**src/hw/scpb_pkg.sv**
```systemverilog
// Purpose: Shared constants and types of the system control port bank.
// Assumes: Byte wide ports on a 16-bit address bus, one 125 MHz clock.
// Notes:   Offsets are byte addresses of the main CPU address space.
package scpb_pkg;

  // Port spaces and windows.
  localparam logic [15:0] SYS_BASE          = 16'he000;
  localparam logic [15:0] SYS_BYTES         = 16'h0030;
  localparam logic [15:0] USER_BASE         = 16'hc000;
  localparam logic [15:0] USER_BYTES        = 16'h0020;
  localparam int          CUSTOM_USER_BYTES = 16;
  localparam int          CUSTOM_SYS_BYTES  = 12;
  localparam logic [15:0] CUSTOM_USER_BASE  = 16'hc020;
  localparam logic [15:0] CUSTOM_SYS_BASE   = 16'he030;

  // Register offsets.
  localparam logic [15:0] REG_SYSTEM_CONTROL    = 16'he000;
  localparam logic [15:0] REG_NVM_CONTROL       = 16'he001;
  localparam logic [15:0] REG_USER_STATUS_FLAGS = 16'hc000;
  localparam logic [15:0] REG_TRIM_A_LOW        = 16'he01c;

  // Nonvolatile memory window.
  localparam logic [15:0] NVM_BASE  = 16'h8000;
  localparam logic [15:0] NVM_BYTES = 16'h00c0;
  localparam int          NVM_WORDS = 96;
  localparam int          NVM_WIDTH = 16;

  // Field positions and trim byte count.
  localparam int CTL_NVM_WE_BIT      = 6;
  localparam int CTL_TRIM_C_WE_BIT   = 5;
  localparam int CTL_TRIM_B_WE_BIT   = 4;
  localparam int CTL_TRIM_A_WE_BIT   = 3;
  localparam int CTL_HALT_BIT        = 1;
  localparam int CTL_PCPU_RESET_BIT  = 0;
  localparam int NVMCTL_BUSY_BIT     = 7;
  localparam int STAT_DOUBLE_ERR_BIT = 7;
  localparam int STAT_SINGLE_ERR_BIT = 6;
  localparam int TRIM_BYTES          = 6;

  // Values after reset and of an erased memory word.
  localparam logic [7:0]  CONTROL_RESET = 8'h00;
  localparam logic [1:0]  NVM_OP_RESET  = 2'h0;
  localparam logic [7:0]  TRIM_RESET    = 8'h00;
  localparam logic [15:0] NVM_ERASED    = 16'hffff;

  // Write and erase delay.
  localparam int NVM_OP_TIME_US = 5000;
  localparam int CLOCK_MHZ      = 125;
  localparam int NVM_OP_CYCLES  = NVM_OP_TIME_US * CLOCK_MHZ;

  typedef enum logic [1:0] {
    NVM_WORD_WRITE  = 2'h0,
    NVM_WORD_ERASE  = 2'h1,
    NVM_BLOCK_WRITE = 2'h2,
    NVM_BLOCK_ERASE = 2'h3
  } scpb_nvm_op_type;

  typedef enum logic [1:0] {
    NVM_IDLE,
    NVM_FILL,
    NVM_WAIT
  } scpb_nvm_state_type;

  typedef struct packed {
    logic [15:0] addr;
    logic [15:0] wdata;
    logic        wr;
    logic        rd;
    logic        userMode;
  } scpb_bus_req_type;

endpackage

```
**src/hw/scpb_nvm_array.sv**
```systemverilog
// Purpose: Storage array of the nonvolatile memory model.
// Assumes: One write port and one read port on the same clock.
// Notes:   Read data come out of a register one cycle after the address.
`timescale 1ns/1ps
`default_nettype none
module scpb_nvm_array
  import scpb_pkg::*;
#(
  parameter int WORDS = NVM_WORDS,
  parameter int WIDTH = NVM_WIDTH
) (
  // Clock.
  input  wire logic                     clock,
  // Write port.
  input  wire logic                     writeEn,
  input  wire logic [$clog2(WORDS)-1:0] writeAddr,
  input  wire logic [WIDTH-1:0]         writeData,
  // Read port.
  input  wire logic [$clog2(WORDS)-1:0] readAddr,
  output logic      [WIDTH-1:0]         readData_ff
);

  logic [WIDTH-1:0] store [WORDS];

  always_ff @(posedge clock) begin
    if (writeEn) begin
      store[writeAddr] <= writeData;
    end
  end

  always_ff @(posedge clock) begin
    readData_ff <= store[readAddr];
  end

endmodule
`default_nettype wire

```
**src/hw/scpb_op_timer.sv**
```systemverilog
// Purpose: Delay timer for nonvolatile write and erase operations.
// Assumes: Start is ignored while the timer runs.
// Notes:   Busy rises at the edge that takes start and stays COUNT cycles.
`timescale 1ns/1ps
`default_nettype none
module scpb_op_timer
  import scpb_pkg::*;
#(
  parameter int COUNT = NVM_OP_CYCLES
) (
  // Clock and reset.
  input  wire logic clock,
  input  wire logic rstn,
  // Control.
  input  wire logic start,
  output logic      busy_ff
);

  localparam int CW = $clog2(COUNT + 1);

  logic [CW-1:0] count_ff;

  always_ff @(posedge clock or negedge rstn) begin
    if (!rstn) begin
      count_ff <= '0;
      busy_ff  <= 1'b0;
    end else if (!busy_ff && start) begin
      count_ff <= CW'(COUNT - 1);
      busy_ff  <= 1'b1;
    end else if (busy_ff) begin
      if (count_ff == '0) begin
        busy_ff <= 1'b0;
      end else begin
        count_ff <= count_ff - 1'b1;
      end
    end
  end

endmodule
`default_nettype wire

```
**src/hw/scpb_system_control_port_bank.sv**
```systemverilog
// Purpose: Protected system control ports, trim banks and nonvolatile control.
// Assumes: Bus requests and error pulses come from logic on the same clock.
// Notes:   Every read answers two cycles after it is taken.
//
// Functional notes
// - Operation select 00 writes one word, 01 erases one word, 10 writes the data to every word.
// - Operation select 11 makes an accepted memory write set every bit of the array to one.
// - Control bit 6 set permits memory changes and clear blocks them.
// - Control bit 5 gates writes to trim bank C.
// - Control bit 4 gates writes to trim bank B.
// - Control bit 3 gates writes to trim bank A.
// - Writing one to control bit 1 halts the main CPU.
// - Control bit 0 drives the reset of the protocol CPU.
// - Status bit 7 reports an uncorrectable double error.
// - Status bit 6 reports a corrected single error.
// - The system port space at 0xE000 is open only with the user-mode bit clear.
// - The user port space at 0xC000 is open only with the user-mode bit set.
// - The decoder keeps 16 custom user bytes and 12 custom system bytes beyond the core map.
// - Unimplemented port addresses read zero and ignore writes.
// - The busy flag is one during a write or erase and its fall raises the done interrupt.
// - Change-enable resets to zero and a change tried while it is zero is cancelled with a protect interrupt.
`timescale 1ns/1ps
`default_nettype none
module scpb_system_control_port_bank
  import scpb_pkg::*;
#(
  parameter int OP_CYCLES = NVM_OP_CYCLES
) (
  // Clock and reset.
  input  wire logic             clock,
  input  wire logic             resetn,
  // Main CPU bus.
  input  wire scpb_bus_req_type busReq,
  output logic      [15:0]      rdData_ff,
  output logic                  rdValid_ff,
  output logic                  accessReject_ff,
  // Memory error reports.
  input  wire logic             eccSingleErr,
  input  wire logic             eccDoubleErr,
  // CPU control.
  output logic                  mainCpuHalt_ff,
  output logic                  protocolCpuResetn_ff,
  // Analog trim banks.
  output logic      [15:0]      analogTrimBankA_ff,
  output logic      [15:0]      analogTrimBankB_ff,
  output logic      [15:0]      analogTrimBankC_ff,
  // Nonvolatile memory events.
  output logic                  nvmBusyFlag_ff,
  output logic                  nvmDoneInterrupt_ff,
  output logic                  nvmProtectInterrupt_ff
);

  localparam int AW = $clog2(NVM_WORDS);

  logic               rstSync1_ff;
  logic               rstn_ff;
  logic [7:0]         control_ff;
  scpb_nvm_op_type    nvmOpSelect_ff;
  logic [7:0]         trimByte_ff [TRIM_BYTES];
  logic               doubleErr_ff;
  logic               singleErr_ff;
  scpb_nvm_state_type state_ff;
  scpb_nvm_state_type nxt_state;
  logic [AW-1:0]      fillIdx_ff;
  logic [15:0]        fillData_ff;
  logic               rdPend_ff;
  logic               rdFromNvm_ff;
  logic [7:0]         portData_ff;
  logic [15:0]        nvmReadWord;
  logic               timerBusy;
  logic               inSys;
  logic               inUser;
  logic               inNvm;
  logic               sysOk;
  logic               userOk;
  logic               reject;
  logic               sysWr;
  logic [15:0]        nvmOffset;
  logic [AW-1:0]      nvmIdx;
  logic               nvmWrTry;
  logic               nvmRdTry;
  logic               nvmAccept;
  logic               nvmRefuse;
  logic               memWe;
  logic [AW-1:0]      memWaddr;
  logic [15:0]        memWdata;
  logic [7:0]         nxt_portData;
  logic               nxt_nvmBusy;

  // Reset release through two flip-flops.
  always_ff @(posedge clock or negedge resetn) begin
    if (!resetn) begin
      rstSync1_ff <= 1'b0;
      rstn_ff     <= 1'b0;
    end else begin
      rstSync1_ff <= 1'b1;
      rstn_ff     <= rstSync1_ff;
    end
  end

  // Address decode of the two port spaces and the memory window.
  always_comb begin
    inSys     = (busReq.addr >= SYS_BASE) &&
                (busReq.addr < SYS_BASE + SYS_BYTES + 16'(CUSTOM_SYS_BYTES));
    inUser    = (busReq.addr >= USER_BASE) &&
                (busReq.addr < USER_BASE + USER_BYTES + 16'(CUSTOM_USER_BYTES));
    inNvm     = (busReq.addr >= NVM_BASE) && (busReq.addr < NVM_BASE + NVM_BYTES);
    sysOk     = inSys && !busReq.userMode;
    userOk    = inUser && busReq.userMode;
    reject    = (busReq.wr || busReq.rd) &&
                ((inSys && busReq.userMode) || (inUser && !busReq.userMode));
    sysWr     = busReq.wr && sysOk;
    nvmOffset = busReq.addr - NVM_BASE;
    nvmIdx    = nvmOffset[AW:1];
    nvmWrTry  = busReq.wr && inNvm;
    nvmRdTry  = busReq.rd && inNvm;
    nvmAccept = nvmWrTry && !busReq.userMode && control_ff[CTL_NVM_WE_BIT] &&
                (state_ff == NVM_IDLE);
    nvmRefuse = (nvmWrTry && !nvmAccept) || (nvmRdTry && state_ff != NVM_IDLE);
  end

  // System control register.
  always_ff @(posedge clock or negedge rstn_ff) begin
    if (!rstn_ff) begin
      control_ff <= CONTROL_RESET;
    end else if (sysWr && busReq.addr == REG_SYSTEM_CONTROL) begin
      control_ff <= {1'b0, busReq.wdata[6:3], 1'b0, 1'b0, busReq.wdata[0]};
    end
  end

  always_ff @(posedge clock or negedge rstn_ff) begin
    if (!rstn_ff) begin
      mainCpuHalt_ff <= 1'b0;
    end else if (sysWr && busReq.addr == REG_SYSTEM_CONTROL &&
                 busReq.wdata[CTL_HALT_BIT]) begin
      mainCpuHalt_ff <= 1'b1;
    end
  end

  always_ff @(posedge clock or negedge rstn_ff) begin
    if (!rstn_ff) begin
      protocolCpuResetn_ff <= 1'b0;
    end else begin
      protocolCpuResetn_ff <= control_ff[CTL_PCPU_RESET_BIT];
    end
  end

  // Operation select field of the memory control register.
  always_ff @(posedge clock or negedge rstn_ff) begin
    if (!rstn_ff) begin
      nvmOpSelect_ff <= scpb_nvm_op_type'(NVM_OP_RESET);
    end else if (sysWr && busReq.addr == REG_NVM_CONTROL) begin
      nvmOpSelect_ff <= scpb_nvm_op_type'(busReq.wdata[1:0]);
    end
  end

  // Trim bank bytes, each bank gated by its own enable bit.
  for (genvar b = 0; b < TRIM_BYTES; b++) begin : gTrim
    always_ff @(posedge clock or negedge rstn_ff) begin
      if (!rstn_ff) begin
        trimByte_ff[b] <= TRIM_RESET;
      end else if (sysWr && busReq.addr == REG_TRIM_A_LOW + 16'(b) &&
                   control_ff[CTL_TRIM_A_WE_BIT + b / 2]) begin
        trimByte_ff[b] <= busReq.wdata[7:0];
      end
    end
  end

  always_ff @(posedge clock) begin
    analogTrimBankA_ff <= {trimByte_ff[1], trimByte_ff[0]};
    analogTrimBankB_ff <= {trimByte_ff[3], trimByte_ff[2]};
    analogTrimBankC_ff <= {trimByte_ff[5], trimByte_ff[4]};
  end

  // Error flags stick until the status register is read; a new error wins.
  always_ff @(posedge clock or negedge rstn_ff) begin
    if (!rstn_ff) begin
      doubleErr_ff <= 1'b0;
      singleErr_ff <= 1'b0;
    end else begin
      doubleErr_ff <= eccDoubleErr ||
                      (doubleErr_ff && !(busReq.rd && userOk &&
                                         busReq.addr == REG_USER_STATUS_FLAGS));
      singleErr_ff <= eccSingleErr ||
                      (singleErr_ff && !(busReq.rd && userOk &&
                                         busReq.addr == REG_USER_STATUS_FLAGS));
    end
  end

  // Memory operation sequencer.
  always_comb begin
    nxt_state = state_ff;
    memWe     = 1'b0;
    memWaddr  = fillIdx_ff;
    memWdata  = fillData_ff;
    unique case (state_ff)
      NVM_IDLE: begin
        if (nvmAccept) begin
          nxt_state = NVM_WAIT;
          if (nvmOpSelect_ff == NVM_WORD_WRITE || nvmOpSelect_ff == NVM_WORD_ERASE) begin
            memWe    = 1'b1;
            memWaddr = nvmIdx;
            memWdata = (nvmOpSelect_ff == NVM_WORD_ERASE) ? NVM_ERASED : busReq.wdata;
          end else begin
            nxt_state = NVM_FILL;
          end
        end
      end
      NVM_FILL: begin
        memWe = 1'b1;
        if (fillIdx_ff == AW'(NVM_WORDS - 1)) begin
          nxt_state = NVM_WAIT;
        end
      end
      NVM_WAIT: begin
        if (!timerBusy) begin
          nxt_state = NVM_IDLE;
        end
      end
    endcase
  end

  always_ff @(posedge clock or negedge rstn_ff) begin
    if (!rstn_ff) begin
      state_ff    <= NVM_IDLE;
      fillIdx_ff  <= '0;
      fillData_ff <= '0;
    end else begin
      state_ff <= nxt_state;
      if (state_ff == NVM_IDLE && nvmAccept) begin
        fillIdx_ff  <= '0;
        fillData_ff <= (nvmOpSelect_ff == NVM_BLOCK_ERASE) ? NVM_ERASED : busReq.wdata;
      end else if (state_ff == NVM_FILL) begin
        fillIdx_ff <= fillIdx_ff + 1'b1;
      end
    end
  end

  scpb_nvm_array #(
    .WORDS(NVM_WORDS),
    .WIDTH(NVM_WIDTH)
  ) uArray (
    .clock      (clock),
    .writeEn    (memWe),
    .writeAddr  (memWaddr),
    .writeData  (memWdata),
    .readAddr   (nvmIdx),
    .readData_ff(nvmReadWord)
  );

  scpb_op_timer #(
    .COUNT(OP_CYCLES)
  ) uTimer (
    .clock  (clock),
    .rstn   (rstn_ff),
    .start  (state_ff == NVM_IDLE && nvmAccept),
    .busy_ff(timerBusy)
  );

  assign nxt_nvmBusy = (nxt_state != NVM_IDLE);

  always_ff @(posedge clock or negedge rstn_ff) begin
    if (!rstn_ff) begin
      nvmBusyFlag_ff         <= 1'b0;
      nvmDoneInterrupt_ff    <= 1'b0;
      nvmProtectInterrupt_ff <= 1'b0;
      accessReject_ff        <= 1'b0;
    end else begin
      nvmBusyFlag_ff         <= nxt_nvmBusy;
      nvmDoneInterrupt_ff    <= nvmBusyFlag_ff && !nxt_nvmBusy;
      nvmProtectInterrupt_ff <= nvmRefuse;
      accessReject_ff        <= reject;
    end
  end

  // Port read data; unknown and rejected addresses read zero.
  always_comb begin
    nxt_portData = 8'h00;
    if (sysOk) begin
      if (busReq.addr == REG_SYSTEM_CONTROL) begin
        nxt_portData = {control_ff[7:2], mainCpuHalt_ff, control_ff[0]};
      end else if (busReq.addr == REG_NVM_CONTROL) begin
        nxt_portData = {nvmBusyFlag_ff, 5'h00, nvmOpSelect_ff};
      end else if (busReq.addr >= REG_TRIM_A_LOW &&
                   busReq.addr < REG_TRIM_A_LOW + 16'(TRIM_BYTES)) begin
        nxt_portData = trimByte_ff[busReq.addr[2:0] - 3'h4];
      end
    end else if (userOk && busReq.addr == REG_USER_STATUS_FLAGS) begin
      nxt_portData = {doubleErr_ff, singleErr_ff, 6'h00};
    end
  end

  // Two-stage read answer.
  always_ff @(posedge clock or negedge rstn_ff) begin
    if (!rstn_ff) begin
      rdPend_ff    <= 1'b0;
      rdFromNvm_ff <= 1'b0;
      portData_ff  <= 8'h00;
      rdValid_ff   <= 1'b0;
      rdData_ff    <= 16'h0000;
    end else begin
      rdPend_ff    <= busReq.rd;
      rdFromNvm_ff <= nvmRdTry && state_ff == NVM_IDLE;
      portData_ff  <= nxt_portData;
      rdValid_ff   <= rdPend_ff;
      rdData_ff    <= rdFromNvm_ff ? nvmReadWord : {8'h00, portData_ff};
    end
  end

endmodule
`default_nettype wire
```
**config.mk**
```make
export PLATFORM = sky130hd
export DESIGN_NAME = scpb_system_control_port_bank
export DESIGN_NICKNAME = d
export VERILOG_FILES = /design/src/hw/scpb_pkg.sv /design/src/hw/scpb_nvm_array.sv /design/src/hw/scpb_op_timer.sv /design/src/hw/scpb_system_control_port_bank.sv
export SDC_FILE = /design/constraint.sdc
export NUM_CORES = 2
export LEC_CHECK = 0
export ABC_AREA = 1
export ABC_CLOCK_PERIOD_IN_PS = 8460
export BUFFER_PORTS_ARGS = -buffer_cell sky130_fd_sc_hd__buf_4
export CAP_MARGIN = 0
export CORE_MARGIN = 2
export CORE_UTILIZATION = 25
export CTS_CLUSTER_DIAMETER = 40
export DETAILED_ROUTE_END_ITERATION = 8
export GPL_ROUTABILITY_DRIVEN = 0
export PLACE_DENSITY = 0.48
export SLEW_MARGIN = 20
export SYNTH_ARGS = -nofsm -noshare
export SYNTH_HDL_FRONTEND = slang
export SYNTH_HIERARCHICAL = 1
export SYNTH_SLANG_ARGS = --single-unit
```
**constraint.sdc**
```tcl
create_clock -name clock -period 8.46 [get_ports clock]
set_input_delay 0.423 -clock clock [delete_from_list [all_inputs] [get_ports clock]]
set_output_delay 0.423 -clock clock [all_outputs]
set_load 0.005 [all_outputs]
```
==> out/metrics.csv <==
stage,metric,value,unit
outcome,run_status,"finished, final reports clean",
logic_synthesis,synthArstFlopShare,0.0794,
logic_synthesis,ys_types,46,
timing,period_minus_slack,5.49,ns
logic_synthesis,synth_cells,6241,
floorplan,io_pins,110,
cts,clkSlewWorstSetupHoldPaths,0.05,ns
global_routing,grt_pass1_vias,46300,
logic_synthesis,netlist_area,0.0714,mm^2
cells_and_area,nets,6504,
cts,cts-htree-levels,5,
setup_path,cp-start-kind,input port,
floorplan,dieArea,0.290,mm^2
floorplan,core-area,0.284,mm^2
cells_and_area,areaGrowthSynthToFinish,20.3,%
setup_path,critPathMaxFanout,16,
logic_synthesis,syn_nets,6286,
cts,cts.sinks,1738,
timing,final_max_slew_viol_count,0,
logic_synthesis,synth_edf_count,1536,
cells_and_area,ff_latch_area,0.0509,mm^2
logic_synthesis,synthTopCellsByCount,"nand2_1 (1,996), edfxtp_1 (1,536), nand3_1 (1,130)",
cts,post_cts_buffers,0,
power,power.density,251,mW/mm^2
logic_synthesis,yosysWarnings,6,
setup_path,r2r_cells,10,
setup_path,rrSetupSlack,3.65,ns
cts,insertion_delay,0.92,ns
timing,period_share,0.648,
placed_design,io_buffers,109,
drt,firstDrtPassIters,5,
logic_synthesis,synth_area_per_cell,11.4,um^2
timing,max_freq,182,MHz
placed_design,hpwl,124,mm
power,power,21600,uW
logic_synthesis,ys_top_cells_by_area,"edfxtp_1 (65%), nand2_1 (10%), nand3_1 (7.9%)",
global_routing,grt.total_usage,0.148,
floorplan,initial_utilization,0.251,
global_routing,overflow,0,
run,drv_cap,0,
logic_synthesis,yosysTopAreaCellShare,0.646,
logic_synthesis,netlist.top_cell.by_area,edfxtp_1,
drt,vias_per_cell,4.64,
timing,setup_tns,0,ns
setup_path,cp_data_arrival_time,6.00,ns
logic_synthesis,synth.most_common_cell,nand2_1,
floorplan,die_w,538,um
drt,antenna_left,0,
power,p_leak,0.0341,uW
timing,fin_skew,0.0527,ns
floorplan,rows,196,
setup_path,r2r_start,state_ff[1],
power,ir_worst_vdd,0.000226,V
global_routing,grt_antenna_before_repair,7,
setup_path,critPathRequiredTime,8.98,ns
setup_path,critPathKind,in -> reg,
drt,drt_iter0_drc,5316,
hold_path,worstHoldEndpoint,portData_ff[2],
timing,slew_headroom,0.260,
hold_path,hold_class,in -> reg,
cts,cts_buffer_depth,4,
logic_synthesis,ys_seq_area_frac,0.713,
hold_path,hp-start,busReq[29],
cells_and_area,fillCellCount,28900,
drt,remaining_drc_errors,0,
drt,drt-total-wl,221,mm
floorplan,die_h,538,um
logic_synthesis,synth_seq_cells,1738,
drt,wl_per_cell,21.1,um
timing,finalSetupViolCount,0,
hold_path,min_delay_path_depth,6,
setup_path,end_kind,flip-flop,
setup_path,timing.rr.end,uArray/store[74][14],
global_routing,grt_pass1_wl,323,mm
timing,worst_slew_pin_slew,1.11,ns
cts,numCtsBuffers,292,
cells_and_area,multi_input_area,0.0177,mm^2
drt,vias,48500,
cells_and_area,drive_gt1_frac,0.120,
logic_synthesis,ys.flop_type,edfxtp_1,
timing,rsz0062_at_grt,no,
global_routing,grt_max_degree,169,
cts,cts_tree,done,
cts,cts-root-buf,clkbuf_16,
timing,hold_viol_final,0,
## how the worst max path moves through the flow
| stage | start | end | depth (start not counted) |
|---|---|---|---|
| detailed placement | busReq[26] | uArray/store[74][13] | 10 |
| global placement | busReq[26] | uArray/store[79][11] | 11 |
| floorplan | rstn_ff | accessReject_ff | 0 |
| CTS | busReq[33] | uArray/store[74][14] | 13 |
| finish | busReq[33] | uArray/store[74][14] | 13 |
| global route | busReq[33] | uArray/store[74][14] | 13 |
## registers in the layout, indices dropped and copies added, names as in the netlist, 8 cells and up
name and flops:
analogTrimBankC_ff 16, fillData_ff 16, trimByte_ff 48, portData_ff 8, rdData_ff 16, analogTrimBankB_ff 16, uTimer/count_ff 20, analogTrimBankA_ff 16
uArray/readData_ff 16, uArray/store 1536
## report_power, final
part | switching [uW] | internal [uW]
Sequential | 19.4 | 9230
Combinational | 578 | 177
Clock | 4140 | 7440
Total | 4740 | 16800
## layout make-up
class | instances | area share
flip-flops and latches | 1738 | 0.592
multi-input cells | 3970 | 0.206
clock buffers | 343 | 0.0907
well taps | 3762 | 0.0548
repair buffers | 292 | 0.0279
clock inverters | 168 | 0.0208
inverters | 165 | 0.00780
diodes | 4 | 0.000117
## cells in the final DEF, fill, tap and decap left out, types with 30 or more instances in the layout
cell type	instances
a21oi_1	109
nand3_1	1130
buf_4	248
clkinv_2	33
nor2_1	339
nand2_1	1990
dfxtp_1	64
clkbuf_16	302
nand4_1	31
o21ai_0	158
dfrtp_1	137
clkbuf_1	32
edfxtp_1	1536
inv_6	30
inv_1	143
dlygate4sd3_1	33
o31ai_1	48
## cells by family after synthesis
group           share of synthesized area
xor+xnor                         0.000614
flops                               0.713
buf+inv                            0.0407
fa+ha+maj                         0.00105
simple gates                        0.213
mux                               0.00126
compound gates                     0.0304
other cells                     0.0000526
## routing by layer
layer / GRT usage / part of all wire
met3: 0.0226 / 0.065
met1: 0.210 / 0.45
met2: 0.230 / 0.46
met5: 0 / 0
met4: 0.0484 / 0.029
## metrics by stage
| step | setup WS (ns) | instances | hold WS (ns) | util | area [um^2] |
|---|---|---|---|---|---|
| 2_1_floorplan | 4.33 | 6241 | 0.127 | - | 71400 |
| 3_3_place_gp | 3.47 | 9893 | 0.213 | 0.267 | 75900 |
| 3_5_place_dp | 3.48 | 9893 | 0.213 | 0.267 | 75900 |
| 4_1_cts | 3.22 | 10400 | 0.0292 | 0.302 | 85800 |
| 5_1_grt | 2.84 | 10400 | 0.0931 | 0.302 | 85900 |
| 6_report | 2.97 | 10400 | 0.105 | 0.302 | 85900 |
## critical path, cell delays in order
cell and delay [ns]:
dlygate4sd3_1 0.55, buf_4 0.15, nor2_1 0.09, dlygate4sd3_1 0.56
nand3_1 0.06, dlygate4sd3_1 0.57, nor2_1 0.16, nand4_1 0.60
o21ai_0 0.81, inv_1 0.20, nor3_1 0.22, nand2_1 0.60
nor2_2 0.98
## what timing repair did
item	4_1_cts	5_1_grt
hold buffers	33	0
gates resized for setup	0	0
hold endpoints to repair	86	0
setup endpoints to repair	0	0
(Power assumes the default switching activity.)
